File: src/cwss_defs.svh
// register offsets, field positions, reset values and timing counts of the waveform steer block
// assumes an 8-bit AXI4-Lite byte address, one aligned 32-bit word per register
`ifndef CWSS_DEFS_SVH
`define CWSS_DEFS_SVH

`define CWSS_OFF_ASD1 8'h00
`define CWSS_OFF_STR 8'h04
`define CWSS_OFF_DBR 8'h08
`define CWSS_OFF_DBF 8'h0C
`define CWSS_OFF_BLKR 8'h10
`define CWSS_OFF_BLKF 8'h14
`define CWSS_OFF_PHR 8'h18
`define CWSS_OFF_PHF 8'h1C
`define CWSS_OFF_ASD0 8'h20
`define CWSS_OFF_CON1 8'h24

`define CWSS_ASD1_MASK 8'h0F
`define CWSS_ASD0_MASK 8'hFC
`define CWSS_CON1_MASK 8'hCF
`define CWSS_CNT_MASK 8'h3F
`define CWSS_RST_BYTE 8'h00

`define CWSS_ASD0_STAT 7
`define CWSS_ASD0_ARSEN 6
`define CWSS_ASD0_BD_LO 4
`define CWSS_ASD0_AC_LO 2
`define CWSS_CON1_RDBS 7
`define CWSS_CON1_FDBS 6

`define CWSS_OVR_HIGH 2'b11
`define CWSS_OVR_LOW 2'b10
`define CWSS_OVR_TRI 2'b01

`define CWSS_CLK_PERIOD_NS 8
`define CWSS_CHAIN_ELEM_NS 8
`define CWSS_CHAIN_ELEM_CYC \
  ((`CWSS_CHAIN_ELEM_NS + `CWSS_CLK_PERIOD_NS - 1) / `CWSS_CLK_PERIOD_NS)

`define CWSS_RESP_OKAY 2'b00
`define CWSS_RESP_SLVERR 2'b10

`endif

File: src/cwss_pkg.sv
// types shared by the waveform steer block
// assumes nothing beyond the defs header
package cwss_pkg;

  typedef enum logic [1:0] {
    CWSS_RUN = 2'b00,
    CWSS_SHUT = 2'b01,
    CWSS_WAIT_RISE = 2'b10
  } cwss_sd_state_t;

  typedef struct packed {
    logic [3:0] sd_en;
    logic [3:0] static_lvl;
    logic [3:0] steer;
    logic [3:0] polarity;
    logic rise_db_chain;
    logic fall_db_chain;
    logic auto_restart;
    logic [1:0] ovr_bd;
    logic [1:0] ovr_ac;
  } cwss_cfg_t;

  typedef struct packed {
    logic cmp1;
    logic cmp2;
    logic logic_cell_two;
    logic remap_pin;
  } cwss_sd_src_t;

endpackage

File: src/cwss_top.sv
// complementary waveform generator: shutdown, steering, dead-band, blanking, phase delay
// assumes an AXI4-Lite master on aclk; event and shutdown sources arrive asynchronously
`timescale 1ns/1ps
`include "cwss_defs.svh"

module cwss_top
  import cwss_pkg::*;
#(
  parameter int CHAIN_ELEM_CYC = `CWSS_CHAIN_ELEM_CYC
) (
  // clock, reset, enable
  input wire logic aclk,
  input wire logic aresetn,
  input wire logic clk_en,
  // axi4-lite write
  input wire logic [7:0] s_axi_awaddr,
  input wire logic s_axi_awvalid,
  output logic s_axi_awready,
  input wire logic [31:0] s_axi_wdata,
  input wire logic [3:0] s_axi_wstrb,
  input wire logic s_axi_wvalid,
  output logic s_axi_wready,
  output logic [1:0] s_axi_bresp,
  output logic s_axi_bvalid,
  input wire logic s_axi_bready,
  // axi4-lite read
  input wire logic [7:0] s_axi_araddr,
  input wire logic s_axi_arvalid,
  output logic s_axi_arready,
  output logic [31:0] s_axi_rdata,
  output logic [1:0] s_axi_rresp,
  output logic s_axi_rvalid,
  input wire logic s_axi_rready,
  // asynchronous event and shutdown sources
  input wire logic rise_event_in,
  input wire logic fall_event_in,
  input wire cwss_sd_src_t sd_src_in,
  // waveform outputs, index 0..3 is a..d
  output logic [3:0] wave_out,
  output logic [3:0] wave_oe
);

  // register storage
  logic [7:0] asd1_q, str_q, con1_q, asd0_q;
  logic [5:0] dbr_q, dbf_q, blkr_q, blkf_q, phr_q, phf_q;
  cwss_cfg_t cfg;

  // synchronisers: stage one feeds stage two only
  logic [5:0] sync1_q, sync2_q;
  logic rise_prev_q, fall_prev_q;
  logic [5:0] async_in;
  assign async_in = {rise_event_in, fall_event_in, sd_src_in};

  always_ff @(posedge aclk) begin
    if (clk_en) begin
      sync1_q <= async_in;
      sync2_q <= sync1_q;
      rise_prev_q <= sync2_q[5];
      fall_prev_q <= sync2_q[4];
    end
  end

  cwss_sd_src_t src_s;
  assign src_s = cwss_sd_src_t'(sync2_q[3:0]);

  assign cfg.sd_en = asd1_q[3:0];
  assign cfg.static_lvl = str_q[7:4];
  assign cfg.steer = str_q[3:0];
  assign cfg.polarity = con1_q[3:0];
  assign cfg.rise_db_chain = con1_q[`CWSS_CON1_RDBS];
  assign cfg.fall_db_chain = con1_q[`CWSS_CON1_FDBS];
  assign cfg.auto_restart = asd0_q[`CWSS_ASD0_ARSEN];
  assign cfg.ovr_bd = asd0_q[`CWSS_ASD0_BD_LO +: 2];
  assign cfg.ovr_ac = asd0_q[`CWSS_ASD0_AC_LO +: 2];

  // shutdown request
  wire sd_l2 = cfg.sd_en[3] & ~src_s.logic_cell_two;
  wire sd_c2 = cfg.sd_en[2] & ~src_s.cmp2;
  wire sd_c1 = cfg.sd_en[1] & ~src_s.cmp1;
  wire sd_pin = cfg.sd_en[0] & ~src_s.remap_pin;
  wire sd_req = sd_l2 | sd_c2 | sd_c1 | sd_pin;

  // axi4-lite slave
  logic aw_rdy_q, ar_rdy_q, bvalid_q, rvalid_q;
  logic [1:0] bresp_q, rresp_q;
  logic [31:0] rdata_q;

  wire wr_go = aw_rdy_q & s_axi_awvalid & s_axi_wvalid;
  wire rd_go = ar_rdy_q & s_axi_arvalid;
  wire wr_lane0 = wr_go & s_axi_wstrb[0];
  wire [7:0] wbyte = s_axi_wdata[7:0];
  wire wr_asd1 = wr_lane0 & (s_axi_awaddr == `CWSS_OFF_ASD1);
  wire wr_str = wr_lane0 & (s_axi_awaddr == `CWSS_OFF_STR);
  wire wr_dbr = wr_lane0 & (s_axi_awaddr == `CWSS_OFF_DBR);
  wire wr_dbf = wr_lane0 & (s_axi_awaddr == `CWSS_OFF_DBF);
  wire wr_blkr = wr_lane0 & (s_axi_awaddr == `CWSS_OFF_BLKR);
  wire wr_blkf = wr_lane0 & (s_axi_awaddr == `CWSS_OFF_BLKF);
  wire wr_phr = wr_lane0 & (s_axi_awaddr == `CWSS_OFF_PHR);
  wire wr_phf = wr_lane0 & (s_axi_awaddr == `CWSS_OFF_PHF);
  wire wr_asd0 = wr_lane0 & (s_axi_awaddr == `CWSS_OFF_ASD0);
  wire wr_con1 = wr_lane0 & (s_axi_awaddr == `CWSS_OFF_CON1);
  wire wr_hit = (s_axi_awaddr[7:6] == 2'b00) & (s_axi_awaddr[1:0] == 2'b00) &
                (s_axi_awaddr[5:2] <= 4'h9);
  wire rd_hit = (s_axi_araddr[7:6] == 2'b00) & (s_axi_araddr[1:0] == 2'b00) &
                (s_axi_araddr[5:2] <= 4'h9);

  cwss_sd_state_t sd_state_q;
  wire sd_status = (sd_state_q == CWSS_SHUT);

  logic [7:0] rbyte;
  always_comb begin
    case (s_axi_araddr)
      `CWSS_OFF_ASD1: rbyte = asd1_q & `CWSS_ASD1_MASK;
      `CWSS_OFF_STR: rbyte = str_q;
      `CWSS_OFF_DBR: rbyte = {2'b00, dbr_q};
      `CWSS_OFF_DBF: rbyte = {2'b00, dbf_q};
      `CWSS_OFF_BLKR: rbyte = {2'b00, blkr_q};
      `CWSS_OFF_BLKF: rbyte = {2'b00, blkf_q};
      `CWSS_OFF_PHR: rbyte = {2'b00, phr_q};
      `CWSS_OFF_PHF: rbyte = {2'b00, phf_q};
      `CWSS_OFF_ASD0: rbyte = {sd_status, asd0_q[6:2], 2'b00};
      `CWSS_OFF_CON1: rbyte = con1_q;
      default: rbyte = `CWSS_RST_BYTE;
    endcase
  end

  always_ff @(posedge aclk) begin
    if (!aresetn) begin
      aw_rdy_q <= 1'b0;
      ar_rdy_q <= 1'b0;
      bvalid_q <= 1'b0;
      rvalid_q <= 1'b0;
      bresp_q <= `CWSS_RESP_OKAY;
      rresp_q <= `CWSS_RESP_OKAY;
      rdata_q <= 32'h0000_0000;
    end else if (clk_en) begin
      // ready is offered one cycle after both channels show valid
      aw_rdy_q <= s_axi_awvalid & s_axi_wvalid & ~aw_rdy_q & ~bvalid_q;
      ar_rdy_q <= s_axi_arvalid & ~ar_rdy_q & ~rvalid_q;
      if (wr_go) begin
        bvalid_q <= 1'b1;
        bresp_q <= wr_hit ? `CWSS_RESP_OKAY : `CWSS_RESP_SLVERR;
      end else if (s_axi_bready) begin
        bvalid_q <= 1'b0;
      end
      if (rd_go) begin
        rvalid_q <= 1'b1;
        rresp_q <= rd_hit ? `CWSS_RESP_OKAY : `CWSS_RESP_SLVERR;
        rdata_q <= {24'h00_0000, rbyte};
      end else if (s_axi_rready) begin
        rvalid_q <= 1'b0;
      end
    end
  end

  // control registers clear on every reset
  always_ff @(posedge aclk) begin
    if (!aresetn) begin
      asd1_q <= `CWSS_RST_BYTE;
      str_q <= `CWSS_RST_BYTE;
      asd0_q <= `CWSS_RST_BYTE;
      con1_q <= `CWSS_RST_BYTE;
    end else if (clk_en) begin
      if (wr_asd1) asd1_q <= wbyte & `CWSS_ASD1_MASK;
      if (wr_str) str_q <= wbyte;
      if (wr_asd0) asd0_q <= wbyte & `CWSS_ASD0_MASK;
      if (wr_con1) con1_q <= wbyte & `CWSS_CON1_MASK;
    end
  end

  // count registers have no reset: unknown at power-up, kept across resets
  always_ff @(posedge aclk) begin
    if (clk_en) begin
      if (wr_dbr) dbr_q <= wbyte[5:0];
      if (wr_dbf) dbf_q <= wbyte[5:0];
      if (wr_blkr) blkr_q <= wbyte[5:0];
      if (wr_blkf) blkf_q <= wbyte[5:0];
      if (wr_phr) phr_q <= wbyte[5:0];
      if (wr_phf) phf_q <= wbyte[5:0];
    end
  end

  // event edges, blanking and phase delay
  logic [5:0] blk_r_cnt_q, blk_f_cnt_q, ph_r_cnt_q, ph_f_cnt_q;
  logic ph_r_pend_q, ph_f_pend_q;
  wire rise_edge = sync2_q[5] & ~rise_prev_q;
  wire fall_edge = sync2_q[4] & ~fall_prev_q;
  wire rise_take = rise_edge & (blk_f_cnt_q == 6'd0);
  wire fall_take = fall_edge & (blk_r_cnt_q == 6'd0);
  wire rise_fire = ph_r_pend_q & (ph_r_cnt_q == 6'd0);
  wire fall_fire = ph_f_pend_q & (ph_f_cnt_q == 6'd0) & ~rise_fire;

  always_ff @(posedge aclk) begin
    if (!aresetn) begin
      blk_r_cnt_q <= 6'd0;
      blk_f_cnt_q <= 6'd0;
      ph_r_cnt_q <= 6'd0;
      ph_f_cnt_q <= 6'd0;
      ph_r_pend_q <= 1'b0;
      ph_f_pend_q <= 1'b0;
    end else if (clk_en) begin
      if (rise_take) begin
        ph_r_pend_q <= 1'b1;
        ph_r_cnt_q <= phr_q;
        blk_r_cnt_q <= blkr_q;
      end else if (rise_fire) begin
        ph_r_pend_q <= 1'b0;
      end else if (ph_r_pend_q) begin
        ph_r_cnt_q <= ph_r_cnt_q - 6'd1;
      end
      if (!rise_take && blk_r_cnt_q != 6'd0) blk_r_cnt_q <= blk_r_cnt_q - 6'd1;
      if (fall_take) begin
        ph_f_pend_q <= 1'b1;
        ph_f_cnt_q <= phf_q;
        blk_f_cnt_q <= blkf_q;
      end else if (fall_fire) begin
        ph_f_pend_q <= 1'b0;
      end else if (ph_f_pend_q && ph_f_cnt_q != 6'd0) begin
        ph_f_cnt_q <= ph_f_cnt_q - 6'd1;
      end
      if (!fall_take && blk_f_cnt_q != 6'd0) blk_f_cnt_q <= blk_f_cnt_q - 6'd1;
    end
  end

  // dead-band: chain mode scales the value by the element length in clocks
  logic [11:0] db_r_cnt_q, db_f_cnt_q;
  logic prim_q, comp_q, prim_pend_q, comp_pend_q;
  wire [11:0] elem = 12'(CHAIN_ELEM_CYC);
  wire [11:0] db_r_load = cfg.rise_db_chain ? 12'({6'd0, dbr_q} * elem)
                                            : {6'd0, dbr_q};
  wire [11:0] db_f_load = cfg.fall_db_chain ? 12'({6'd0, dbf_q} * elem)
                                            : {6'd0, dbf_q};

  always_ff @(posedge aclk) begin
    if (!aresetn) begin
      prim_q <= 1'b0;
      comp_q <= 1'b0;
      prim_pend_q <= 1'b0;
      comp_pend_q <= 1'b0;
      db_r_cnt_q <= 12'd0;
      db_f_cnt_q <= 12'd0;
    end else if (clk_en) begin
      if (rise_fire) begin
        comp_q <= 1'b0;
        comp_pend_q <= 1'b0;
        db_r_cnt_q <= db_r_load;
        // a zero dead-band lets the primary rise at the edge the complement falls
        if (db_r_load == 12'd0) begin
          prim_q <= 1'b1;
          prim_pend_q <= 1'b0;
        end else begin
          prim_pend_q <= 1'b1;
        end
      end else if (fall_fire) begin
        prim_q <= 1'b0;
        prim_pend_q <= 1'b0;
        db_f_cnt_q <= db_f_load;
        if (db_f_load == 12'd0) begin
          comp_q <= 1'b1;
          comp_pend_q <= 1'b0;
        end else begin
          comp_pend_q <= 1'b1;
        end
      end else begin
        // the last period of the delay is spent in the edge that moves the output
        if (prim_pend_q) begin
          if (db_r_cnt_q <= 12'd1) begin
            prim_q <= 1'b1;
            prim_pend_q <= 1'b0;
          end else begin
            db_r_cnt_q <= db_r_cnt_q - 12'd1;
          end
        end
        if (comp_pend_q) begin
          if (db_f_cnt_q <= 12'd1) begin
            comp_q <= 1'b1;
            comp_pend_q <= 1'b0;
          end else begin
            db_f_cnt_q <= db_f_cnt_q - 12'd1;
          end
        end
      end
    end
  end

  // shutdown state: a new request always wins over a pending exit
  cwss_sd_state_t sd_state_d;
  wire sw_clear = wr_asd0 & ~wbyte[`CWSS_ASD0_STAT];
  wire sw_set = wr_asd0 & wbyte[`CWSS_ASD0_STAT];
  always_comb begin
    sd_state_d = sd_state_q;
    case (sd_state_q)
      CWSS_RUN: if (sd_req || sw_set) sd_state_d = CWSS_SHUT;
      CWSS_SHUT: begin
        if (!sd_req && (cfg.auto_restart || sw_clear)) sd_state_d = CWSS_WAIT_RISE;
      end
      CWSS_WAIT_RISE: begin
        if (sd_req || sw_set) sd_state_d = CWSS_SHUT;
        else if (rise_fire) sd_state_d = CWSS_RUN;
      end
      default: sd_state_d = CWSS_SHUT;
    endcase
  end

  always_ff @(posedge aclk) begin
    if (!aresetn) sd_state_q <= CWSS_RUN;
    else if (clk_en) sd_state_q <= sd_state_d;
  end

  // outputs: a,c carry primary; b,d carry complement
  wire [3:0] wave_raw = {comp_q, prim_q, comp_q, prim_q};
  wire [3:0] steered;
  wire [3:0] ovr_lvl;
  wire [3:0] ovr_oe;
  wire overriding = (sd_state_q != CWSS_RUN);

  genvar gi;
  generate
    for (gi = 0; gi < 4; gi++) begin : g_out
      wire [1:0] code = (gi % 2 == 1) ? cfg.ovr_bd : cfg.ovr_ac;
      assign steered[gi] = cfg.steer[gi] ? (wave_raw[gi] ^ cfg.polarity[gi])
                                         : cfg.static_lvl[gi];
      assign ovr_lvl[gi] = (code == `CWSS_OVR_HIGH) ? 1'b1 :
                           (code == `CWSS_OVR_LOW) ? 1'b0 :
                           (code == `CWSS_OVR_TRI) ? 1'b0 : cfg.polarity[gi];
      assign ovr_oe[gi] = (code != `CWSS_OVR_TRI);
    end
  endgenerate

  logic [3:0] wave_q, oe_q;
  always_ff @(posedge aclk) begin
    if (!aresetn) begin
      wave_q <= 4'h0;
      oe_q <= 4'hF;
    end else if (clk_en) begin
      wave_q <= overriding ? ovr_lvl : steered;
      oe_q <= overriding ? ovr_oe : 4'hF;
    end
  end

  assign wave_out = wave_q;
  assign wave_oe = oe_q;
  assign s_axi_awready = aw_rdy_q;
  assign s_axi_wready = aw_rdy_q;
  assign s_axi_bvalid = bvalid_q;
  assign s_axi_bresp = bresp_q;
  assign s_axi_arready = ar_rdy_q;
  assign s_axi_rvalid = rvalid_q;
  assign s_axi_rresp = rresp_q;
  assign s_axi_rdata = rdata_q;

endmodule

File: config.mk
export PLATFORM = sky130hd
export DESIGN_NAME = cwss_top
export DESIGN_NICKNAME = d
export VERILOG_FILES = /design/src/cwss_pkg.sv /design/src/cwss_top.sv
export VERILOG_INCLUDE_DIRS = /design/src /design/src/src
export SDC_FILE = /design/constraint.sdc
export NUM_CORES = 1
export LEC_CHECK = 0
export BUFFER_PORTS_ARGS = -buffer_cell sky130_fd_sc_hd__clkbuf_2
export CORE_MARGIN = 1
export CORE_UTILIZATION = 45
export CTS_CLUSTER_SIZE = 8
export DETAILED_ROUTE_END_ITERATION = 8
export PLACE_DENSITY = 0.66
export SYNTH_ARGS = -nofsm -noshare
export SYNTH_HDL_FRONTEND = slang
export SYNTH_SLANG_ARGS = --single-unit
export TNS_END_PERCENT = 30
File: constraint.sdc
create_clock -name aclk -period 2.8 [get_ports aclk]
set_input_delay 0.56 -clock aclk [delete_from_list [all_inputs] [get_ports aclk]]
set_output_delay 0.56 -clock aclk [all_outputs]
set_load 0.02 [all_outputs]
# Yosys cells after proc, flatten, opt, wreduce, memory -nomap -nowiden
# Index checks and enable logic that the tools add are counted.
# word_totals
register_bits	153
inputBits	66
out_inout_bits	49
word_cells	275
# classes
n_addsub	6
n_lt_le_gt_ge	4
n_eq_ne	38
muxes	71
bitwise	55
n_reduce_logical	65
# op_table
operator	n
12-bit two-way mux	7
8-bit case mux with 10 select lines	1
8-bit by 5-bit equality test with 1-bit output, second input constant	8
6-bit two-way mux	10
1-bit two-way mux	44
1-bit bitwise AND	36
2-bit AND reduction	18
8-bit by 4-bit equality test with 1-bit output, second input constant	4
8-bit by 6-bit equality test with 1-bit output, second input constant	4
12-bit by 1-bit less-or-equal comparator with 1-bit output, second input constant	2
12-bit logical NOT	2
6-bit logical NOT	4
12-bit by 1-bit subtractor with 12-bit output, second input constant	2
6-bit by 1-bit subtractor with 6-bit output, second input constant	4
2-bit nonzero test	11
4-bit AND reduction	5
6-bit nonzero test	3
8-bit by 3-bit equality test with 1-bit output, second input constant	2
8-bit logical NOT	2
2-bit two-way mux	6
2-bit != test, second input constant	6
1-bit inverter	12
3-bit nonzero test	4
2-bit equality test, second input constant	5
other kinds (14)	37

# Depth between registers and ports, before layout
# Gate-level depths: netlist of run 1.
# logic_depth
word_depth	9
mapped_depth	9

# Worst setup path after synthesis of run 1
# OpenSTA, ideal clock, no wires.
# synth_timing
kind	input to register
start	input port clk_en
end	register phf_q[0], enable pin
setup_ns	0.377
t_arrival_ns	1.754
required_time_ns	2.423
slack_ns	0.669
path_stages	5
path_buffers	2
path_cell_list	buf_6 and4_1 clkbuf_1 nand4_1 nor3_1
# synth_between
elab_chain_cells	1
# synth_lines
element	line_no	rtl
from (decl)	cwss_top.sv:14	input wire logic clk_en,
2-bit AND reduction (no line)	-	
to (signal assigned)	cwss_top.sv:179	if (wr_phf) phf_q <= wbyte[5:0];
to (decl)	cwss_top.sv:45	logic [5:0] dbr_q, dbf_q, blkr_q, blkf_q, phr_q, phf_q;
# No other way between the ends.
# A chain may end at the register's enable or synchronous reset.

# Worst setup path in the final report of run 1
# layout_timing
start	register db_f_cnt_q[6]
end	register db_f_cnt_q[0]
# layout_between
elab_chain_cells	3
# layout_lines
element	line_no	rtl
from (decl)	cwss_top.sv:226	logic [11:0] db_r_cnt_q, db_f_cnt_q;
from (signal assigned)	cwss_top.sv:257	db_f_cnt_q <= db_f_load;
from (signal assigned)	cwss_top.sv:279	db_f_cnt_q <= db_f_cnt_q - 12'd1;
12-bit by 1-bit less-or-equal comparator with 1-bit output	cwss_top.sv:275	if (db_f_cnt_q <= 12'd1) begin
2-bit != test (no line)	-	
4-bit AND reduction (no line)	-	
# No other way between the ends.

==> summary by stage, run 1 <==
Worst hold path
The cell depth of the worst min-delay path is 1. The min-delay analysis places its worst path in the category in -> reg. The path with the worst hold slack has its endpoint at sync1_q[5]. The origin of the worst min-delay path is rise_event_in.

Setup path
The startpoint identified for the worst register-to-register timing path is db_f_cnt_q[6]. For the worst setup path, the data arrival time is 2.75 ns. The worst setup path is of the reg -> reg kind. Of all nets on the critical path, the largest fanout is 13. The worst setup path is launched from a register. STA puts the critical path data required time at 3.13 ns. The worst register-to-register path ends at db_f_cnt_q[0]. The cell count of the worst reg-to-reg path is 6.

In this run the register-to-register setup slack is 0.38 ns. The kind of end point of the critical path is a register.

CTS
Counting along the longest clock path gives a buffer depth of 2. The CTS sink count is 149. The tree is rooted in a sky130_fd_sc_hd__clkbuf_16.

The clock latency on the worst-skew pair is 0.43 ns. The TritonCTS clock tree is yes. The number of levels in the clock H-tree is 4. The post-cts repair resize count is 0.

The number of buffers created by CTS is 17. Clock-pin slew was measured on the worst setup and hold paths at 0.07 ns. The number of buffers inserted by hold repair at cts is 0. The buffer count from post-CTS setup fixing is 0.

STA
The total count of max-transition violations in the final report is 0. Setup repair after global routing left no endpoint under its margin. The final hold violation count is 0. The final clock period utilization by the worst path is 86.5%.

The maximum clock frequency is 413 MHz. The final count of negative-setup-slack endpoints is 0. At the pin with the least slew margin, the transition time is 0.732 ns.

After routing, the total negative slack on setup checks comes to 0 ns. On the final layout, the worst clock skew is 0.0103 ns. The relative slew slack is 50.7%. The smallest clock period supported by the final layout is computed as 2.42 ns.

Logic synthesis
For this run, the number of Yosys warnings is 0. Of the total synthesized cell area, the portion taken by full adders, half adders and majority gates is 1.82%. The async set or reset register ratio after synthesis is 0%. The cell area after synthesis is 0.00754 mm^2. Summing the areas of all compound-gate instances in the mapped netlist gives 19.3% of the synthesized area. In this run, synthesis produced a sequential element count of 149. The number of distinct library cells after synthesis is 81. Summing the areas of all and, or, nand and nor instances in the mapped netlist gives 19.5% of the synthesized area. In the synthesized netlist the dominant register cell turns out to be sky130_fd_sc_hd__dfxtp_1. The post-synthesis area per instance is 9.31 um^2. Yosys attributes the largest share of cell area to sky130_fd_sc_hd__dfxtp_1 26%, sky130_fd_sc_hd__edfxtp_1 20%, sky130_fd_sc_hd__a21oi_1 5.0%, sky130_fd_sc_hd__nor2_1 3.6%, sky130_fd_sc_hd__mux2i_1 3.5%. After synthesis, the share of cell area in mux cells is 4.94%.

Summing the areas of all xor and xnor instances in the mapped netlist gives 0.813% of the synthesized area. The cell accounting for the most synthesized area is sky130_fd_sc_hd__dfxtp_1. The synthesized netlist cell count is 810. For this run, the register share of the synthesized area comes to 46.2%. After synthesis, the largest area contributor takes up 26.3% of total cell area. The largest family of logic cells by synthesized area is simple AND/OR/NAND/NOR gates. In this run, synthesis inferred 50 flip-flops with an integrated enable.

GRT
The first global-routing pass estimated 30,300 um of wire. After global routing the overflow that remains totals 0. The number of global-route vias before repair is 5,783. The number of antenna violations at the first check in global routing came to 0.

The pin count of the biggest net entering global routing is 40. Across every metal layer, demand over resource in global routing totals 22.2%.

Cells and area
The library cells used most frequently in the layout, excluding fill and tap cells, are 99 x sky130_fd_sc_hd__dfxtp_1, 76 x sky130_fd_sc_hd__a21oi_1, 73 x sky130_fd_sc_hd__nor2_1, 64 x sky130_fd_sc_hd__nand2_1, 61 x sky130_fd_sc_hd__clkbuf_2. Cells with a size suffix above 1 make up 17.4% of the layout. The repair_antennas step left the layout with diodes totalling 0. The relative area change from synthesis to final layout is 13.2%.

For this run, the post-layout net count is 945. For this run, the number of standard cells in the final layout without fillers is 1,097. The most common library cell in the layout ignoring fill and taps is sky130_fd_sc_hd__dfxtp_1. The post-layout utilization of the core is 53.0%. Counting the fill cells in the layout gives 1,501.

Route
In the routed layout, each cell is associated on average with a via count of 5.72. The detailed router used layers up to and including met4. In the final routing, the length of wire on met1 measures 8960 um.

The routed length on met3 is 1000 um. The detailed router finished its first iteration with 603 violations. The iteration count of the initial detailed-routing pass is 5. The routed wire length is 19,000 um.

The count of unresolved DRC violations after routing is 0. The final routed wire length divided by cell count is 17.3 um. The total met2 wirelength after detailed routing is 8690 um. The routed layout has 6,277 vias. The count of antenna-violating nets left after detailed routing is 0.

Floorplan
The core region is 0.0161 mm^2. The overall die width is 131 um. The initial core utilization is 46.8%.

In this run the core area contains 46 standard-cell rows. The die covers 0.0173 mm^2. The die is 131 um tall.

The number of primary I/O pins is 115.

Run
The tool flagged a number of max-cap violations equal to 0.

Place
The routability congestion estimate from global placement is 0.860. The count of input and output buffers is 61. The number of cells in the design after placement is 1,065. Once detailed placement completed, the half-perimeter wirelength came to 13,300 um.

Power and ir drop
The cell area power density is 730 mW/mm^2. Summed over all cells, the static leakage comes to 3.15 nW. Across the VDD grid, the largest voltage drop is 0.488 mV.

Status
The run finished with clean final reports.
## power breakdown
group	leakage, nW	switching, W	internal [W]
logic	1.61	0.000915	0.000629
registers	1.26	0.000126	0.00238
clock network	0.276	0.00101	0.00117
total	3.15	0.00205	0.00418
## critical path, cell delays in order (launching register included)
cell and delay (ns):
sky130_fd_sc_hd__dfxtp_1 0.34, sky130_fd_sc_hd__or4_4 0.57, sky130_fd_sc_hd__or4_4 0.54, sky130_fd_sc_hd__a32oi_4 0.36, sky130_fd_sc_hd__buf_4 0.26, sky130_fd_sc_hd__o21ai_0 0.09, sky130_fd_sc_hd__and3_1 0.16
## worst max path at each step
stage             startpoint             to  slack (ns)  depth (start not counted)
6_report       db_f_cnt_q[6]  db_f_cnt_q[0]        0.38                          6
5_1_grt        db_f_cnt_q[6]  db_f_cnt_q[0]        0.27                          6
4_1_cts        db_f_cnt_q[6]  db_f_cnt_q[0]        0.37                          6
3_5_place_dp   db_f_cnt_q[6]  db_f_cnt_q[0]        0.39                          6
3_3_place_gp   db_f_cnt_q[6]  db_f_cnt_q[0]        0.40                          6
2_1_floorplan         clk_en       phf_q[0]        0.67                          5
## layer usage
layer,global-route usage (%),vias to the layer above
met2,34.8,207
met3,4.75,28
met1,29.8,2974
li1,-,3068
met4,8.53,0
met5,0,-
## cells by family after synthesis
group | Yosys count
flops | 149
mux | 34
simple gates | 285
buf+inv | 103
compound gates | 220
other cells | 1
fa+ha+maj | 11
xor+xnor | 7
## synthesized netlist by cell type (6+ instances only)
| library cell | n |
|---|---|
| sky130_fd_sc_hd__and3_1 | 10 |
| sky130_fd_sc_hd__dfxtp_1 | 99 |
| sky130_fd_sc_hd__nor2b_1 | 6 |
| sky130_fd_sc_hd__o31ai_1 | 16 |
| sky130_fd_sc_hd__mux2_2 | 6 |
| sky130_fd_sc_hd__clkbuf_1 | 34 |
| sky130_fd_sc_hd__xnor2_1 | 6 |
| sky130_fd_sc_hd__o32ai_1 | 6 |
| sky130_fd_sc_hd__or3_1 | 7 |
| sky130_fd_sc_hd__nand2_1 | 64 |
| sky130_fd_sc_hd__nand4_1 | 8 |
| sky130_fd_sc_hd__nor3_1 | 29 |
| sky130_fd_sc_hd__o211ai_1 | 10 |
| sky130_fd_sc_hd__ha_1 | 11 |
| sky130_fd_sc_hd__mux2i_1 | 26 |
| sky130_fd_sc_hd__and2_1 | 9 |
| sky130_fd_sc_hd__nor2_1 | 73 |
| sky130_fd_sc_hd__nor4_1 | 6 |
| sky130_fd_sc_hd__edfxtp_1 | 50 |
| sky130_fd_sc_hd__buf_4 | 29 |
| sky130_fd_sc_hd__o21ai_0 | 33 |
| sky130_fd_sc_hd__or4_1 | 11 |
| sky130_fd_sc_hd__inv_1 | 29 |
| sky130_fd_sc_hd__nand3_1 | 20 |
| sky130_fd_sc_hd__a31oi_1 | 11 |
| sky130_fd_sc_hd__a21oi_1 | 76 |
| sky130_fd_sc_hd__a22oi_1 | 12 |
| sky130_fd_sc_hd__a221oi_1 | 7 |
## layout make-up
class                   instances  area, um^2  share of cell area [%]
clock buffers                  17         425                    4.98
clock inverters                15         130                    1.52
inverters                      29         109                    1.27
multi-input cells             583        3600                    42.2
flip-flops and latches        149        3480                    40.8
well taps                     216         270                    3.17
repair buffers                 88         520                    6.10
## registers in the layout, summed over array words and instances, names as in the netlist, 2 cells and up
| name | count |
|---|---|
| db_f_cnt_q | 12 |
| db_r_cnt_q | 12 |
| s_axi_rdata | 8 |
| str_q | 8 |
| blk_f_cnt_q | 6 |
| blk_r_cnt_q | 6 |
| blkf_q | 6 |
| blkr_q | 6 |
| con1_q | 6 |
| dbf_q | 6 |
| dbr_q | 6 |
| ph_f_cnt_q | 6 |
| ph_r_cnt_q | 6 |
| phf_q | 6 |
| phr_q | 6 |
| sync1_q | 6 |
| sync2_q | 6 |
| asd0_q | 5 |
| asd1_q | 4 |
| wave_out | 4 |
| sd_state_q | 2 |
| wave_oe | 2 |
## metrics by stage
stage                     hold WS [ns]  total power, W  setup slack, ns  cell area, um^2
after floorplan                  0.400         0.00376            0.669             7640
after global placement           0.402         0.00406            0.404             7980
after detailed placement         0.406         0.00407            0.386             7980
after CTS                        0.283         0.00626            0.371             8540
after global routing             0.279         0.00656            0.266             8540
final                            0.301         0.00623            0.378             8540
Note: power is estimated with default switching activity, not from simulation.
==> run 2, diff against run 1 <==
--- a/config.mk
+++ b/config.mk
@@ -7,11 +7,14 @@
 export NUM_CORES = 1
 export LEC_CHECK = 0
 export BUFFER_PORTS_ARGS = -buffer_cell sky130_fd_sc_hd__clkbuf_2
-export CORE_MARGIN = 1
-export CORE_UTILIZATION = 45
+export CAP_MARGIN = 20
+export CELL_PAD_IN_SITES_DETAIL_PLACEMENT = 1
+export CELL_PAD_IN_SITES_GLOBAL_PLACEMENT = 1
+export CORE_MARGIN = 4
+export CORE_UTILIZATION = 44
 export CTS_CLUSTER_SIZE = 8
 export DETAILED_ROUTE_END_ITERATION = 8
-export PLACE_DENSITY = 0.66
+export PLACE_DENSITY = 0.81
 export SYNTH_ARGS = -nofsm -noshare
 export SYNTH_HDL_FRONTEND = slang
 export SYNTH_SLANG_ARGS = --single-unit
==> run 2 against run 1 <==
Via count increased by 5.5%. Non-clock buffer count increased by 2. Design area increased by 0.89%. Routed wire length increased by 21%. Core utilization decreased by 1.4 points. Sequential share of layout area decreased by 0.36 points. Critical path depth unchanged. Clock power increased by 11%. Register-to-register slack got worse by 0.06 ns. Flip-flop and latch count unchanged. Clock skew decreased by 0.0016 ns.
==> summary by stage, run 2 (synthesized netlist as in run 1, its figures left out) <==
CTS
The number of levels in the clock H-tree is 4 (unchanged). The clock transition at the registers of the reported paths is 0.06 ns (was 0.07 ns). The root buffer selected by CTS was sky130_fd_sc_hd__clkbuf_16 (unchanged). The maximum clock insertion buffer count is 2 (unchanged). The buffer count from post-CTS setup fixing was 0 (unchanged).

The post-cts repair resize count was 0 (unchanged). The CTS sink count was 149 (unchanged). The number of buffers inserted by hold repair at cts is 0 (unchanged). The clock latency on the worst-skew pair was 0.43 ns (about the same).

The TritonCTS clock tree is yes (unchanged). The number of buffers created by CTS is 17 (unchanged).

STA
The worst-case clock skew came to 0.00870 ns (was 0.0103 ns). The final hold violation count is 0 (unchanged). The final count of negative-setup-slack endpoints is 0 (unchanged). The total count of max-transition violations in the final report is 0 (unchanged).

Setup repair after global routing missed its margin: no (unchanged). The post-route worst hold slack is 0.308 ns (was 0.301 ns). The time the final worst path needs with I/O delays and setup is 2.48 ns (was 2.42 ns). The relative slew slack came to 51.2% (was 50.7%). The maximum clock frequency is 403 MHz (was 413 MHz).

The slew at the pin closest to its max-slew limit is 0.731 ns (was 0.732 ns). The total negative slack for setup checks is 0 ns (unchanged). The final worst setup slack is 0.320 ns (was 0.378 ns). The final clock period utilization by the worst path is 88.6% (was 86.5%).

Route
The count of unresolved DRC violations after routing was 0 (unchanged). The ratio of routed vias to standard cells is 6.01 (was 5.72). The count of antenna-violating nets left after detailed routing is 0 (unchanged). The initial detailed-routing violation count is 507 (was 603). The number of vias after detailed routing is 6,624 (was 6,277). The final routed wire length divided by cell count is 20.8 um (was 17.3 um).

The routed wire length is 23,000 um (was 19,000 um). The iteration count of the initial detailed-routing pass is 5 (unchanged).

Power and ir drop
The worst-case vdd ir drop is 0.438 mV (was 0.488 mV). The net switching component of the power was 0.00209 W (was 0.00205 W). The internal power of the cells is 0.00452 W (was 0.00418 W). The portion of total power attributed to sequential cells is 38.1% (was 40.3%). The fraction of power spent switching nets is 31.6% (was 32.9%). The relative contribution of the clock network to total power is 36.7% (was 35.0%).

The combinational share of power is 25.2% (was 24.8%). The cell area power density is 767 mW/mm^2 (was 730 mW/mm^2). The leakage power is 3.17 nW (was 3.15 nW).

Place
The count of input and output buffers was 61 (unchanged). The routability congestion estimate from global placement was 0.819 (was 0.860). The worst slack at placement came to 0.305 ns (was 0.386 ns).

The detailed-placement wirelength estimate is 15,800 um (was 13,300 um).

Setup path
The register-to-register path setup slack is 0.32 ns (was 0.38 ns). The launching element type of the critical path was a register (unchanged). The worst path arrival time was 2.82 ns (was 2.75 ns).

The startpoint of the worst register-to-register path is db_f_cnt_q[6] (unchanged). The capture point of the critical path is db_f_cnt_q[2] (was db_f_cnt_q[0]). The endpoint of the worst-slack reg-to-reg timing path is db_f_cnt_q[2] (was db_f_cnt_q[0]).

The launching instance or port of the critical path is db_f_cnt_q[6] (unchanged). The cell count of the worst reg-to-reg path is 6 (unchanged). The kind of end point of the critical path is a register (unchanged). The required time of the worst setup path was 3.14 ns (was 3.13 ns).

The biggest fanout along the worst timing path is 19 (was 13). The critical path start-end classification is reg -> reg (unchanged).

GRT
The global-route usage over all layers is 23.9% (was 22.2%). The residual overflow from global routing was 0 (unchanged). The number of global-route vias before repair is 6,946 (was 5,783). The number of antenna violations at the first check in global routing is 0 (unchanged). The pin count of the biggest net entering global routing is 38 (was 40). The first-pass GRT wire length is 37,000 um (was 30,300 um).

Cells and area
The number of nets in the layout is 947 (was 945). The number of inserted diodes is 0 (unchanged). Registers with the most flip-flops: db_f_cnt_q x12, db_r_cnt_q x12 (unchanged). The fraction of final layout cells sized beyond drive strength 1 was 17.1% (was 17.4%).

The relative area change from synthesis to final layout came to 14.2% (was 13.2%). Commonest non-fill, non-tap cells in the layout: 99 x sky130_fd_sc_hd__dfxtp_1, 76 x sky130_fd_sc_hd__a21oi_1, 73 x sky130_fd_sc_hd__nor2_1, 64 x sky130_fd_sc_hd__nand2_1, 62 x sky130_fd_sc_hd__clkbuf_2 (was 99 x sky130_fd_sc_hd__dfxtp_1, 76 x sky130_fd_sc_hd__a21oi_1, 73 x sky130_fd_sc_hd__nor2_1, 64 x sky130_fd_sc_hd__nand2_1, 61 x sky130_fd_sc_hd__clkbuf_2). The most common library cell in the layout ignoring fill and taps was sky130_fd_sc_hd__dfxtp_1 (unchanged).

Worst hold path
The type of the worst min-delay path is in -> reg (unchanged).

Floorplan
The initial core utilization was 45.2% (was 46.8%). The count of standard-cell rows was 47 (was 46). The floorplan die height is 139 um (was 131 um).

The core outline area came to 0.0167 mm^2 (was 0.0161 mm^2). The overall die width was 139 um (was 131 um). The die area is 0.0193 mm^2 (was 0.0173 mm^2). The number of primary I/O pins is 115 (unchanged).

Status
Result of the run: completed (unchanged).

Run
The total of max-cap violations is 0 (unchanged).
-- run 2: cell types whose count changed in the layout (fill, tap and decap cells not counted), moves of 2 or more --
cell                         before  now
sky130_fd_sc_hd__clkinv_1         0    2
sky130_fd_sc_hd__clkbuf_1         0    2
sky130_fd_sc_hd__bufinv_16        0    4
sky130_fd_sc_hd__clkinvlp_4       1    3
sky130_fd_sc_hd__inv_8            3    0
sky130_fd_sc_hd__inv_6            8    1
-- run 2: final cells by class --
cell class / count / area, um^2
fill: 1944 / 8090
multi-input combinational: 583 / 3600
sequential: 149 / 3480
timing repair buffer: 90 / 533
clock buffer: 19 / 433
tap: 220 / 275
clock inverter: 13 / 181
inverter: 29 / 109
-- run 2: stage by stage --
stage | total power, W | cells | instance area (um^2) | util (%)
5_1_grt | 0.00695 | 1103 | 8610 | 51.6
3_3_place_gp | 0.00410 | 1070 | 8000 | 47.9
3_5_place_dp | 0.00417 | 1070 | 8000 | 47.9
2_1_floorplan | 0.00376 | 835 | 7640 | -
4_1_cts | 0.00662 | 1102 | 8610 | 51.6
6_report | 0.00661 | 1103 | 8610 | 51.6
-- run 2: worst min path at each step --
stage,start,endpoint,depth (start not counted)
2_1_floorplan,sync1_q[0],sync2_q[0],0
3_5_place_dp,sync1_q[4],sync2_q[4],0
4_1_cts,fall_event_in,sync1_q[4],1
3_3_place_gp,sync1_q[0],sync2_q[0],0
5_1_grt,sd_src_in[2],sync1_q[2],1
6_report,sd_src_in[1],sync1_q[1],1
-- run 2: power groups by stage --
stage               Clock (W)  Combinational, W  Sequential, W
floorplan                   0           0.00123        0.00252
global placement            0           0.00155        0.00255
detailed placement          0           0.00161        0.00256
CTS                   0.00245           0.00165        0.00252
global route          0.00255           0.00186        0.00253
finish                0.00243           0.00166        0.00252
-- run 2: critical path, cell delays in order (launching register included) --
cell,delay (ns)
sky130_fd_sc_hd__dfxtp_1,0.34
sky130_fd_sc_hd__or4_4,0.58
sky130_fd_sc_hd__or4_4,0.54
sky130_fd_sc_hd__a32oi_4,0.48
sky130_fd_sc_hd__buf_4,0.25
sky130_fd_sc_hd__o211ai_1,0.11
sky130_fd_sc_hd__o31ai_1,0.10
-- run 2: per-layer routing --
layer,part of all wire (%),global-route usage [%],vias up
li1,-,-,3077
met1,42,29.3,3248
met2,48,40.1,239
met3,5.8,5.03,60
met4,4.1,11.5,0
met5,0,0,-
==> run 3, diff against run 2 <==
--- a/config.mk
+++ b/config.mk
@@ -10,6 +10,7 @@
 export CAP_MARGIN = 20
 export CELL_PAD_IN_SITES_DETAIL_PLACEMENT = 1
 export CELL_PAD_IN_SITES_GLOBAL_PLACEMENT = 1
+export CORE_ASPECT_RATIO = 1.75
 export CORE_MARGIN = 4
 export CORE_UTILIZATION = 44
 export CTS_CLUSTER_SIZE = 8
==> run 3 against run 2 <==
Clock power decreased by 7%. Combinational power up 2%. Register-to-register slack worse by 0.04 ns. Core utilization decreased by 0.58 points. Sequential power about the same. Clock skew barely moved. Non-clock buffer count is 3 higher. Setup slack worse by 0.035 ns. Critical path depth unchanged. Power down 2.0%. Design area is 0.13% lower. Largest power group unchanged. Highest routed layer unchanged.
==> summary by stage, run 3 (synthesized netlist as in run 1, its figures left out) <==
STA
The relative slew slack was 56.0% (was 51.2%). The final hold violation count was 0 (unchanged). Setup repair after global routing missed its margin: no (unchanged). The final count of negative-setup-slack endpoints came to 0 (unchanged). The time the final worst path needs with I/O delays and setup came to 2.52 ns (was 2.48 ns). The slew at the pin closest to its max-slew limit was 0.655 ns (was 0.731 ns). The maximum clock frequency is 398 MHz (was 403 MHz).

The total negative slack for setup checks is 0 ns (unchanged). The final clock period utilization by the worst path is 89.8% (was 88.6%). The total count of max-transition violations in the final report came to 0 (unchanged). The worst-case clock skew is 0.00868 ns (was 0.00870 ns).

Place
The detailed-placement wirelength estimate is 16,700 um (was 15,800 um). The count of input and output buffers is 61 (unchanged). The number of cells in the design after placement was 1,079 (was 1,070). The standard cell area after detailed placement is 0.00802 mm^2 (was 0.00800 mm^2). The routability congestion estimate from global placement is 0.857 (was 0.819).

Setup path
The worst path arrival time is 2.84 ns (was 2.82 ns). The total buffers and inverters traversed by the critical path came to 1 (unchanged). The startpoint of the worst register-to-register path is db_f_cnt_q[6] (unchanged). The delay of the slowest critical-path stage is 0.58 ns (about the same). The launching instance or port of the critical path is db_f_cnt_q[6] (unchanged).

The biggest fanout along the worst timing path is 13 (was 19). The family of cells with the greatest summed delay on the critical path is simple AND/OR/NAND/NOR gates (unchanged). The launching element type of the critical path is a register (unchanged). The highest-delay cell along the critical path is sky130_fd_sc_hd__or4_4 (unchanged).

The critical path start-end classification is reg -> reg (unchanged). The most common cell type on the critical path is sky130_fd_sc_hd__or4_4 (unchanged). Crit-path cells: or4_4 -> or4_4 -> a32oi_4 -> buf_4 -> o21ai_0 -> and3_1 (was or4_4 -> or4_4 -> a32oi_4 -> buf_4 -> o211ai_1 -> o31ai_1). The required time of the worst setup path is 3.13 ns (was 3.14 ns). The kind of end point of the critical path is a register (unchanged).

Cells and area
The post-layout utilization of the core came to 51.0% (was 51.6%). The number of inserted diodes is 0 (unchanged). The fraction of final layout cells sized beyond drive strength 1 is 17.5% (was 17.1%).

The number of nets in the layout came to 950 (was 947). Registers with the most flip-flops: db_f_cnt_q x12, db_r_cnt_q x12 (unchanged). Commonest non-fill, non-tap cells in the layout: 99 x sky130_fd_sc_hd__dfxtp_1, 76 x sky130_fd_sc_hd__a21oi_1, 73 x sky130_fd_sc_hd__nor2_1, 64 x sky130_fd_sc_hd__nand2_1, 61 x sky130_fd_sc_hd__clkbuf_2 (was 99 x sky130_fd_sc_hd__dfxtp_1, 76 x sky130_fd_sc_hd__a21oi_1, 73 x sky130_fd_sc_hd__nor2_1, 64 x sky130_fd_sc_hd__nand2_1, 62 x sky130_fd_sc_hd__clkbuf_2). The relative area change from synthesis to final layout was 14.1% (was 14.2%).

The most common library cell in the layout ignoring fill and taps is sky130_fd_sc_hd__dfxtp_1 (unchanged). The final instance count without filler cells was 1,113 (was 1,103). The final design instance area without fill is 0.00860 mm^2 (was 0.00861 mm^2).

CTS
The TritonCTS clock tree is yes (unchanged). The root buffer selected by CTS is sky130_fd_sc_hd__clkbuf_16 (unchanged). The clock transition at the registers of the reported paths came to 0.07 ns (was 0.06 ns). The post-cts repair resize count is 0 (unchanged). The clock latency on the worst-skew pair is 0.44 ns (was 0.43 ns).

The CTS sink count is 149 (unchanged). The number of buffers inserted by hold repair at cts is 0 (unchanged). The number of levels in the clock H-tree was 4 (unchanged). The number of buffers created by CTS is 17 (unchanged). The buffer count from post-CTS setup fixing is 0 (unchanged). The maximum clock insertion buffer count is 2 (unchanged).

Floorplan
The die area came to 0.0194 mm^2 (was 0.0193 mm^2). The number of primary I/O pins is 115 (unchanged). The floorplan die height was 181 um (was 139 um). The initial core utilization was 44.7% (was 45.2%). The core outline area is 0.0169 mm^2 (was 0.0167 mm^2). The overall die width came to 107 um (was 139 um). The count of standard-cell rows is 63 (was 47).

Route
The number of vias after detailed routing is 6,642 (was 6,624). The count of antenna-violating nets left after detailed routing was 0 (unchanged). The initial detailed-routing violation count is 420 (was 507). The ratio of routed vias to standard cells is 5.97 (was 6.01). The final routed wire length divided by cell count was 21.4 um (was 20.8 um). The routed wire length is 23,800 um (was 23,000 um). The count of unresolved DRC violations after routing is 0 (unchanged).

The iteration count of the initial detailed-routing pass is 7 (was 5).

Status
Result of the run: completed (unchanged).

Worst hold path
The origin of the worst min-delay path is sd_src_in[2] (was sd_src_in[1]). The type of the worst min-delay path is in -> reg (unchanged).

Run
The total of max-cap violations is 0 (unchanged).

GRT
The number of global-route vias before repair came to 7,072 (was 6,946). The global-route usage over all layers was 25.2% (was 23.9%). The number of antenna violations at the first check in global routing is 0 (unchanged). The pin count of the biggest net entering global routing is 46 (was 38). The residual overflow from global routing is 0 (unchanged). The first-pass GRT wire length is 37,900 um (was 37,000 um).

Power and ir drop
The cell area power density is 753 mW/mm^2 (was 767 mW/mm^2). The overall power is 0.00648 W (was 0.00661 W). The leakage power was 3.16 nW (was 3.17 nW). The worst-case vdd ir drop is 0.518 mV (was 0.438 mV).
[run 3: power breakdown]
part           total [W]  switching (W)  internal [W]
registers        0.00252       0.000140       0.00238
logic            0.00170        0.00105      0.000654
clock network    0.00225       0.000948       0.00130
[run 3: through the flow]
step	setup slack, ns	hold slack, ns
4_1_cts	0.251	0.285
5_1_grt	0.179	0.287
6_report	0.285	0.302
3_3_place_gp	0.363	0.400
3_5_place_dp	0.312	0.406
2_1_floorplan	0.669	0.400
[run 3: cell type report]
cell class | count | area (um^2)
Tap cell | 227 | 284
Sequential cell | 149 | 3480
Timing Repair Buffer | 93 | 556
Inverter | 29 | 109
Multi-Input combinational cell | 583 | 3600
Clock buffer | 22 | 475
Clock inverter | 10 | 96.3
Fill cell | 2021 | 8270
[run 3: worst reg2reg max path, cell delays in order, from the launching register on]
cell	delay [ns]
sky130_fd_sc_hd__dfxtp_1	0.35
sky130_fd_sc_hd__or4_4	0.58
sky130_fd_sc_hd__or4_4	0.56
sky130_fd_sc_hd__a32oi_4	0.36
sky130_fd_sc_hd__buf_4	0.27
sky130_fd_sc_hd__o21ai_0	0.11
sky130_fd_sc_hd__and3_1	0.18
[run 3: final timing paths]
| kind | endpoint | slack (ns) | depth (start not counted) |
|---|---|---|---|
| worst max-delay path | db_f_cnt_q[0] | 0.28 | 6 |
| worst min-delay path | sync1_q[2] | 0.30 | 1 |
| worst max register to register | db_f_cnt_q[0] | 0.28 | 6 |
| worst min register to register | sync2_q[2] | 0.42 | 0 |
[run 3: per-layer routing]
metal	GRT usage [%]	share of wire, %
met5	0	0
met2	46.8	55
met4	15.2	5.0
met3	4.33	5.0
met1	25.5	35
